[config.mk]
export PLATFORM = sky130hd
export DESIGN_NAME = servo_status_core
export DESIGN_NICKNAME = d
export VERILOG_FILES = /design/src/mag_within_width.v /design/src/servo_status_core.v
export VERILOG_INCLUDE_DIRS = /design/src /design/src/src
export SDC_FILE = /design/constraint.sdc
export NUM_CORES = 1
export LEC_CHECK = 0
export BUFFER_PORTS_ARGS = -buffer_cell sky130_fd_sc_hd__buf_4
export CAP_MARGIN = 10
export CORE_MARGIN = 2
export CORE_UTILIZATION = 40
export DETAILED_ROUTE_END_ITERATION = 6
export PLACE_DENSITY_LB_ADDON = 0.08
export REMOVE_ABC_BUFFERS = 1
export SLEW_MARGIN = 15
export SYNTH_ARGS = -nofsm -noshare
export SYNTH_HDL_FRONTEND = slang
export SYNTH_SLANG_ARGS = --single-unit
[constraint.sdc]
create_clock -name ref_clk -period 8.85 [get_ports ref_clk]
set_clock_uncertainty 0.2 [all_clocks]
set_input_delay 1.3275 -clock ref_clk [delete_from_list [all_inputs] [get_ports ref_clk]]
set_output_delay 1.3275 -clock ref_clk [all_outputs]
set_load 0.01 [all_outputs]
[src/servo_status_defs.vh]
`ifndef SERVO_STATUS_DEFS_VH
`define SERVO_STATUS_DEFS_VH

// ==========================================================================
// Register offsets on the plain register port.
// ==========================================================================
`define OFS_CTRL        4'h0
`define OFS_POS_WIDTH   4'h1
`define OFS_SPD_WIDTH   4'h2
`define OFS_OUT_SEL     4'h3
`define OFS_STATUS      4'h4

// ==========================================================================
// Field positions and reset values.
// ==========================================================================
`define CTRL_MODE_LO    0
`define CTRL_MODE_HI    1
`define CTRL_MAP_LO     4
`define CTRL_MAP_HI     7
`define RST_MODE        2'h1
`define RST_MAP         4'h0
`define RST_POS_WIDTH   8'h07
`define RST_SPD_WIDTH   7'h0a
`define RST_OUT_SEL     16'h3211
`define MAX_POS_WIDTH   8'hfa
`define MAX_SPD_WIDTH   7'h64

// ==========================================================================
// Control modes and enable mappings.
// ==========================================================================
`define MODE_SPEED      2'h0
`define MODE_POSITION   2'h1
`define MODE_TORQUE     2'h2
`define MAP_PIN         4'h0
`define MAP_FORCED_ON   4'h7

// ==========================================================================
// Output selection layout: one nibble per status source.
// ==========================================================================
`define SEL_NIB_W       4
`define SEL_SOURCES     4
`define OUT_PAIRS       3

`endif
[src/mag_within_width.v]
`default_nettype none

// ==========================================================================
// Magnitude compare: registers whether |value| is within a width.
// ==========================================================================
module mag_within_width (
    input  wire        ref_clk,
    input  wire        rst,
    input  wire        sample,
    input  wire [16:0] value,
    input  wire [7:0]  width,
    output reg         withinReg
);

    wire [16:0] magnitude;
    wire        withinNext;

    // Two's complement magnitude of a signed 17-bit value.
    assign magnitude  = value[16] ? (~value + 17'h00001) : value;
    // The width itself still counts as coincidence.
    assign withinNext = (magnitude <= {9'h000, width});

    // The result is held between control-cycle samples.
    always @(posedge ref_clk)
    begin
        if (rst)
        begin
            withinReg <= 1'b0;
        end
        else if (sample)
        begin
            withinReg <= withinNext;
        end
    end

endmodule // mag_within_width

`default_nettype wire

[src/servo_status_core.v]
// Functional notes
// Enable low energises motor, references followed.
// Enable high keeps motor off, references ignored.
// Mapping 0 takes motor state from pin.
// Mapping 7 forces motor permanently on.
// Host stops motion by references, not enable.
// Position mode: done while error within width.
// Position width 0 to 250, reset 7.
// Speed mode: match while speed difference within width.
// Speed width 0 to 100, reset 10.
// Factory pair shows done or match by mode.
// Factory pair held asserted in torque mode.
// Selection 3211 puts done on first pair.
// Shared pair drives OR of allocated signals.
// Compare magnitudes, update once per control cycle.
//
// The address map and strobed register access were left to the implementer.
`include "servo_status_defs.vh"
`default_nettype none

// ==========================================================================
// Servo enable sequencing and completion status outputs.
// ==========================================================================
module servo_status_core (
    input  wire        ref_clk,
    input  wire        rst,
    input  wire [3:0]  regAddr,
    input  wire [15:0] regWrData,
    input  wire        regWr,
    input  wire        regRd,
    output reg  [15:0] regRdData,
    input  wire        enableInN,
    input  wire        controlTick,
    input  wire [15:0] posError,
    input  wire [15:0] speedRef,
    input  wire [15:0] speedActual,
    input  wire        runningIn,
    input  wire        readyIn,
    output reg         motorOn,
    output reg  [15:0] speedCmdOut,
    output reg         positionDoneOutN,
    output reg         speedMatchOutN,
    output reg  [2:0]  pairOutN
);

    // ======================================================================
    // Declarations.
    // ======================================================================
    reg  [1:0]  modeReg;
    reg  [3:0]  mapReg;
    reg  [7:0]  posWidthReg;
    reg  [6:0]  spdWidthReg;
    reg  [15:0] outSelReg;
    reg         enSync1Reg;
    reg         enSync2Reg;
    reg         tickDlyReg;
    reg         motorOnNext;
    reg  [7:0]  posWidthNext;
    reg  [6:0]  spdWidthNext;
    reg  [15:0] rdNext;
    wire [16:0] posErrExt;
    wire [16:0] speedDiff;
    wire        posWithin;
    wire        spdWithin;
    wire        posDoneStat;
    wire        spdMatchStat;
    wire [3:0]  srcStat;
    wire [2:0]  pairActive;

    // ======================================================================
    // Enable pin synchroniser.
    // ======================================================================

    // The enable pin is asynchronous, so it passes two flip-flops first.
    // An open pin pulls high, which reads as deasserted.
    always @(posedge ref_clk)
    begin
        if (rst)
        begin
            enSync1Reg <= 1'b1;
            enSync2Reg <= 1'b1;
        end
        else
        begin
            enSync1Reg <= enableInN;
            enSync2Reg <= enSync1Reg;
        end
    end

    // ======================================================================
    // Motor on/off decision.
    // ======================================================================

    // The mapping chooses between the pin and a permanent enable.
    // Unlisted mapping codes keep the motor off as a safe default.
    always @*
    begin
        case (mapReg)
            `MAP_PIN:
            begin
                motorOnNext = ~enSync2Reg;
            end
            `MAP_FORCED_ON:
            begin
                motorOnNext = 1'b1;
            end
            default:
            begin
                motorOnNext = 1'b0;
            end
        endcase
    end

    // The drive state and the gated speed command are registered.
    // While the motor is off, references never reach the drive.
    always @(posedge ref_clk)
    begin
        if (rst)
        begin
            motorOn     <= 1'b0;
            speedCmdOut <= 16'h0000;
        end
        else
        begin
            motorOn <= motorOnNext;
            if (motorOnNext)
            begin
                speedCmdOut <= speedRef;
            end
            else
            begin
                speedCmdOut <= 16'h0000;
            end
        end
    end

    // ======================================================================
    // Width limits on write.
    // ======================================================================

    // Writes above the range saturate so the width never leaves it.
    always @*
    begin
        if (regWrData[7:0] > `MAX_POS_WIDTH)
        begin
            posWidthNext = `MAX_POS_WIDTH;
        end
        else
        begin
            posWidthNext = regWrData[7:0];
        end
        if (regWrData[7:0] > {1'b0, `MAX_SPD_WIDTH})
        begin
            spdWidthNext = `MAX_SPD_WIDTH;
        end
        else
        begin
            spdWidthNext = regWrData[6:0];
        end
    end

    // ======================================================================
    // Register writes.
    // ======================================================================

    // Each write strobe updates the addressed register only.
    // Writes to the status offset or unmapped offsets are ignored.
    always @(posedge ref_clk)
    begin
        if (rst)
        begin
            modeReg     <= `RST_MODE;
            mapReg      <= `RST_MAP;
            posWidthReg <= `RST_POS_WIDTH;
            spdWidthReg <= `RST_SPD_WIDTH;
            outSelReg   <= `RST_OUT_SEL;
        end
        else if (regWr)
        begin
            case (regAddr)
                `OFS_CTRL:
                begin
                    modeReg <= regWrData[`CTRL_MODE_HI:`CTRL_MODE_LO];
                    mapReg  <= regWrData[`CTRL_MAP_HI:`CTRL_MAP_LO];
                end
                `OFS_POS_WIDTH:
                begin
                    posWidthReg <= posWidthNext;
                end
                `OFS_SPD_WIDTH:
                begin
                    spdWidthReg <= spdWidthNext;
                end
                `OFS_OUT_SEL:
                begin
                    outSelReg <= regWrData;
                end
                default:
                begin
                    outSelReg <= outSelReg;
                end
            endcase
        end
    end

    // ======================================================================
    // Register reads.
    // ======================================================================

    // Read data for the addressed register, zero for unmapped offsets.
    always @*
    begin
        rdNext = 16'h0000;
        case (regAddr)
            `OFS_CTRL:
            begin
                rdNext[`CTRL_MODE_HI:`CTRL_MODE_LO] = modeReg;
                rdNext[`CTRL_MAP_HI:`CTRL_MAP_LO]   = mapReg;
            end
            `OFS_POS_WIDTH:
            begin
                rdNext[7:0] = posWidthReg;
            end
            `OFS_SPD_WIDTH:
            begin
                rdNext[6:0] = spdWidthReg;
            end
            `OFS_OUT_SEL:
            begin
                rdNext = outSelReg;
            end
            `OFS_STATUS:
            begin
                rdNext[0]   = motorOn;
                rdNext[1]   = posWithin;
                rdNext[2]   = spdWithin;
                rdNext[3]   = ~enSync2Reg;
                rdNext[6:4] = ~pairOutN;
            end
            default:
            begin
                rdNext = 16'h0000;
            end
        endcase
    end

    // Read data stand for exactly the cycle after the read strobe.
    always @(posedge ref_clk)
    begin
        if (rst)
        begin
            regRdData <= 16'h0000;
        end
        else if (regRd)
        begin
            regRdData <= rdNext;
        end
        else
        begin
            regRdData <= 16'h0000;
        end
    end

    // ======================================================================
    // Error magnitude comparison.
    // ======================================================================

    // Sign extension keeps the speed difference from overflowing.
    assign posErrExt = {posError[15], posError};
    assign speedDiff = {speedRef[15], speedRef} - {speedActual[15], speedActual};

    // Position error against the position-done width, once per cycle.
    mag_within_width posCmp (
        .ref_clk   (ref_clk),
        .rst       (rst),
        .sample    (controlTick),
        .value     (posErrExt),
        .width     (posWidthReg),
        .withinReg (posWithin)
    );

    // Speed difference against the speed-match width, once per cycle.
    mag_within_width spdCmp (
        .ref_clk   (ref_clk),
        .rst       (rst),
        .sample    (controlTick),
        .value     (speedDiff),
        .width     ({1'b0, spdWidthReg}),
        .withinReg (spdWithin)
    );

    // ======================================================================
    // Mode qualification of the status signals.
    // ======================================================================

    // Each status is live in its own mode and held on in torque mode.
    // Sharing a pair by OR thus shows whichever one the mode selects.
    assign posDoneStat  = (modeReg == `MODE_TORQUE) |
                          ((modeReg == `MODE_POSITION) & posWithin);
    assign spdMatchStat = (modeReg == `MODE_TORQUE) |
                          ((modeReg == `MODE_SPEED) & spdWithin);

    // Sources in nibble order of the output selection register.
    assign srcStat = {readyIn, runningIn, spdMatchStat, posDoneStat};

    // ======================================================================
    // Output pair allocation.
    // ======================================================================

    // A pair is active when any source allocated to it is active.
    // Nibble value zero leaves a source unallocated.
    genvar p;
    generate
        for (p = 0; p < `OUT_PAIRS; p = p + 1)
        begin : pairGen
            assign pairActive[p] =
                ((outSelReg[3:0]   == (p + 1)) & srcStat[0]) |
                ((outSelReg[7:4]   == (p + 1)) & srcStat[1]) |
                ((outSelReg[11:8]  == (p + 1)) & srcStat[2]) |
                ((outSelReg[15:12] == (p + 1)) & srcStat[3]);
        end
    endgenerate

    // ======================================================================
    // Status output registers.
    // ======================================================================

    // Outputs follow the compare results one cycle after the sample.
    always @(posedge ref_clk)
    begin
        if (rst)
        begin
            tickDlyReg <= 1'b0;
        end
        else
        begin
            tickDlyReg <= controlTick;
        end
    end

    // All status outputs are active low and change once per cycle.
    always @(posedge ref_clk)
    begin
        if (rst)
        begin
            positionDoneOutN <= 1'b1;
            speedMatchOutN   <= 1'b1;
            pairOutN         <= 3'h7;
        end
        else if (tickDlyReg)
        begin
            positionDoneOutN <= ~posDoneStat;
            speedMatchOutN   <= ~spdMatchStat;
            pairOutN         <= ~pairActive;
        end
    end

endmodule // servo_status_core

`default_nettype wire

==> flow_summary.rst <==
.. list-table::
   :header-rows: 1

   * - Metric
     - Value
   * - Run status
     - finished clean
   * - Post-synthesis sequential element count
     - 80
   * - Detailed-router iteration count before antenna repair
     - 5
   * - Slew Viols, Final
     - 0
   * - Residual antenna-violating net count after detailed routing
     - 0
   * - DRC errors left
     - 0
   * - Quantity of I/O buffers inserted on ports
     - 113
   * - Biggest cell delay along the critical path
     - 520 ps
   * - H-tree Lvls
     - 3
   * - EDFF count, synth
     - 0
   * - Maximum operating frequency
     - 184 MHz
   * - Via count of the first global-routing pass
     - 4637
   * - Max-slew headroom at the worst pin
     - 0.478
   * - Initial Util
     - 0.405
   * - Total standard cell area after synthesis
     - 5040 um2
   * - Number of clock sinks
     - 80
   * - Number of buffers inserted to repair setup after CTS
     - 0
   * - Min Clock Period, post-route
     - 5430 ps
   * - Kind of start point of the critical path
     - primary input
   * - Number of ports placed on the die boundary
     - 114
   * - Required @ worst endpoint
     - 8930 ps
   * - GR Util met1
     - 0.256
   * - # hold bufs at CTS
     - 0
   * - Met3 global-route usage
     - 0.0431
   * - Post-Synth XOR/XNOR Area
     - 0.0382
   * - Biggest area contributors in the synthesized netlist
     - sky130_fd_sc_hd__dfxtp_1 (32%), sky130_fd_sc_hd__ha_1 (8.2%), sky130_fd_sc_hd__nand2_1 (6.3%)
   * - Count of max-cap constraint violations
     - 0
   * - TritonCTS clock tree
     - done
   * - Max stage delay cell, worst path
     - sky130_fd_sc_hd__a32o_1
   * - Global-route usage over all layers
     - 0.206
   * - Post-synthesis share of cell area spent on full adders, half adders and majority gates
     - 0.0858
   * - HPWL reported at the end of detailed placement
     - 10400 um
   * - Root buffer selected by CTS
     - sky130_fd_sc_hd__clkbuf_16
   * - Die width
     - 116 um
   * - Max VDD drop
     - 0.0000725 V
   * - Die Height
     - 116 um
   * - Kind of end point of the critical path
     - flop
   * - Yosys warns
     - 0
   * - Crit-path cells
     - buf_4 > inv_1 > ha_1 > fa_1 > or2b_1 > a21oi_1 > o21ai_0 > nand2b_1 > a32o_1 > nor2_1 > xnor2_1 > ha_1 > a21oi_1 > nor2b_1 > o21ai_0 > a21boi_0 > o21a_1 > o22ai_1 > o2111ai_1 > nor4_1 > a32o_1
   * - Final count of negative-setup-slack endpoints
     - 0
   * - Post-synthesis simple-gate area fraction
     - 0.246
   * - Vias
     - 4803
   * - Type of the most critical hold path
     - reg -> reg
   * - Area fraction in compound gates after synthesis
     - 0.249
   * - Arrival @ worst endpoint
     - 5510 ps
   * - Synth top area share
     - 0.317
   * - Share of cells above drive strength 1
     - 0.210
   * - Worst-skew pair later-pin latency
     - 340 ps
   * - Routing usage on met2
     - 0.356
   * - Crit share post-route
     - 0.614
   * - Number of cells traversed by the worst register-to-register path
     - 11
   * - Vias per cell
     - 5.32
   * - Layer with the highest usage
     - met2
   * - Most used flip-flop cell after synthesis
     - sky130_fd_sc_hd__dfxtp_1
   * - Number of buffers on the longest clock path
     - 2
   * - Critical path peak fanout
     - 16
   * - Cells resized by post-CTS repair
     - 0
   * - Dominant cell type by area after synthesis
     - sky130_fd_sc_hd__dfxtp_1
   * - Mean instance size in the synthesized netlist
     - 8.12 um2
   * - Antenna violations before repair
     - 0
   * - Hold violation count in the final report
     - 0
   * - Final TNS setup
     - 0 ps
   * - Clock buffers created by TritonCTS
     - 9
   * - Worst-Margin Slew
     - 781 ps
   * - WHS Path Cells
     - 1
   * - # rows
     - 41
   * - Power Dens Cells
     - 155 nW/um2
   * - Crit Path Class
     - in -> reg
   * - Inserted Diodes
     - 0
   * - Proportion of register bits with asynchronous set or reset after synthesis
     - 0
   * - Placeable core region
     - 12500 um2
   * - Weighted congestion reported at the end of routability-driven placement
     - 0.896
   * - Area growth syn-to-layout
     - 25.7%
   * - Syn Inst Count
     - 621
   * - Number of inserted filler cells in the final layout
     - 1249
   * - Global-route wire length before repair
     - 22100 um
   * - Largest family of logic cells by synthesized area
     - compound AO/OA/AOI/OAI gates
   * - Pin count of the biggest net entering global routing
     - 52
   * - Average wire length per cell after detail routing
     - 14.9 um
   * - Violation count after the first detailed-route iteration
     - 231
   * - Mux contribution to synthesized area
     - 0.0124
   * - Portion of the post-synthesis area used by sequential elements
     - 0.317
   * - Post-layout power
     - 0.000983 W
   * - Total leakage power
     - 2.69 nW
   * - Reg clk slew, reported paths
     - 60 ps
   * - Post-synthesis cell type count
     - 74
   * - Total congestion overflow after global routing
     - 0
   * - Routed WL
     - 13500 um
   * - Number of nets in the layout
     - 835
   * - Unrepaired setup endpoints after global routing
     - no
   * - Area of the die
     - 13500 um2
## worst paths after layout
check                         startpoint                            end  slack (ps)
max                          speedRef[0]  spdCmp.withinReg$_SDFFE_PP0P_        3420
min                enSync1Reg$_SDFF_PP1_          enSync2Reg$_SDFF_PP1_         210
max reg2reg  posWidthReg[1]$_SDFFE_PP1P_  posCmp.withinReg$_SDFFE_PP0P_        6320
min reg2reg        enSync1Reg$_SDFF_PP1_          enSync2Reg$_SDFF_PP1_         210
## Yosys cell counts, types with 7 or more instances
cell type and count:
sky130_fd_sc_hd__o211ai_1 7, sky130_fd_sc_hd__a22oi_1 13, sky130_fd_sc_hd__xnor2_1 15, sky130_fd_sc_hd__inv_1 45, sky130_fd_sc_hd__a21oi_1 44, sky130_fd_sc_hd__a31oi_1 12, sky130_fd_sc_hd__dfxtp_1 80, sky130_fd_sc_hd__nor3_1 15
sky130_fd_sc_hd__nand3_1 15, sky130_fd_sc_hd__ha_1 33, sky130_fd_sc_hd__nor2b_1 11, sky130_fd_sc_hd__xor2_1 7, sky130_fd_sc_hd__and2_1 24, sky130_fd_sc_hd__o21ai_0 21, sky130_fd_sc_hd__and3_1 7, sky130_fd_sc_hd__nor2_1 28
sky130_fd_sc_hd__nand2_1 84, sky130_fd_sc_hd__nor4_1 8, sky130_fd_sc_hd__clkbuf_1 19, sky130_fd_sc_hd__o21a_1 10
## registers in the layout (all words and copies together), names as in the netlist
name / count
enSync1Reg: 1
mapReg: 4
spdWidthReg: 7
posCmp.withinReg: 1
modeReg: 2
regRdData: 16
enSync2Reg: 1
outSelReg: 16
spdCmp.withinReg: 1
pairOutN: 3
tickDlyReg: 1
speedCmdOut: 16
motorOn: 1
speedMatchOutN: 1
positionDoneOutN: 1
posWidthReg: 8
## per-stage QoR
step	worst slack, ps	hold slack (ps)	std cells	cell area (um2)	utilization
2_1_floorplan	3800	189	598	4950	-
3_3_place_gp	3250	196	886	6040	0.485
3_5_place_dp	3070	197	886	6040	0.485
4_1_cts	3400	213	902	6340	0.509
5_1_grt	3140	237	902	6340	0.509
6_report	3420	207	902	6340	0.509
## kinds of logic (layout without fill, tap and decap cells)
family / Yosys count / in the layout
XOR/XNOR: 22 / 22
multiplexers: 6 / 6
flip-flops: 80 / 80
buffers and inverters: 68 / 177
AND/OR/NAND/NOR: 239 / 239
adder cells (fa/ha/maj): 34 / 34
AO/OA/AOI/OAI: 172 / 172
## report_power, final
part	switching [W]	internal (W)	total (W)
logic	0.000129	0.000107	0.000236
registers	0.00000509	0.000366	0.000371
clock network	0.000149	0.000226	0.000375
total	0.000284	0.000699	0.000983
## worst max-delay path: cells and delay by family
family,cells,cell delay (ps)
AO/OA/AOI/OAI,10,2060
XOR/XNOR,1,150
adder cells (fa/ha/maj),3,910
buffers and inverters,2,120
AND/OR/NAND/NOR,5,930
## cell type report
| class | instances | area, um2 | area share |
|---|---|---|---|
| inverter | 45 | 169 | 0.0266 |
| tap | 172 | 215 | 0.0339 |
| clock inverter | 5 | 56.3 | 0.00888 |
| clock buffer | 11 | 243 | 0.0383 |
| timing repair buffer | 116 | 871 | 0.137 |
| multi-input combinational | 473 | 3180 | 0.502 |
| sequential | 80 | 1600 | 0.253 |
## per-layer routing
| metal | vias to the layer above | share of wire | wire length [um] |
|---|---|---|---|
| met4 | 0 | 0.016 | 212 |
| met2 | 124 | 0.49 | 6600 |
| li1 | 2454 | - | - |
| met1 | 2211 | 0.44 | 5880 |
| met5 | - | 0 | 0 |
| met3 | 14 | 0.056 | 758 |
## cells in the final DEF, fill, tap and decap left out, types with 21 or more instances in the layout
cell type,instances
sky130_fd_sc_hd__a21oi_1,44
sky130_fd_sc_hd__buf_4,116
sky130_fd_sc_hd__nor2_1,28
sky130_fd_sc_hd__ha_1,33
sky130_fd_sc_hd__o21ai_0,21
sky130_fd_sc_hd__nand2_1,84
sky130_fd_sc_hd__and2_1,24
sky130_fd_sc_hd__inv_1,45
sky130_fd_sc_hd__dfxtp_1,80
(Power assumes the default switching activity.)
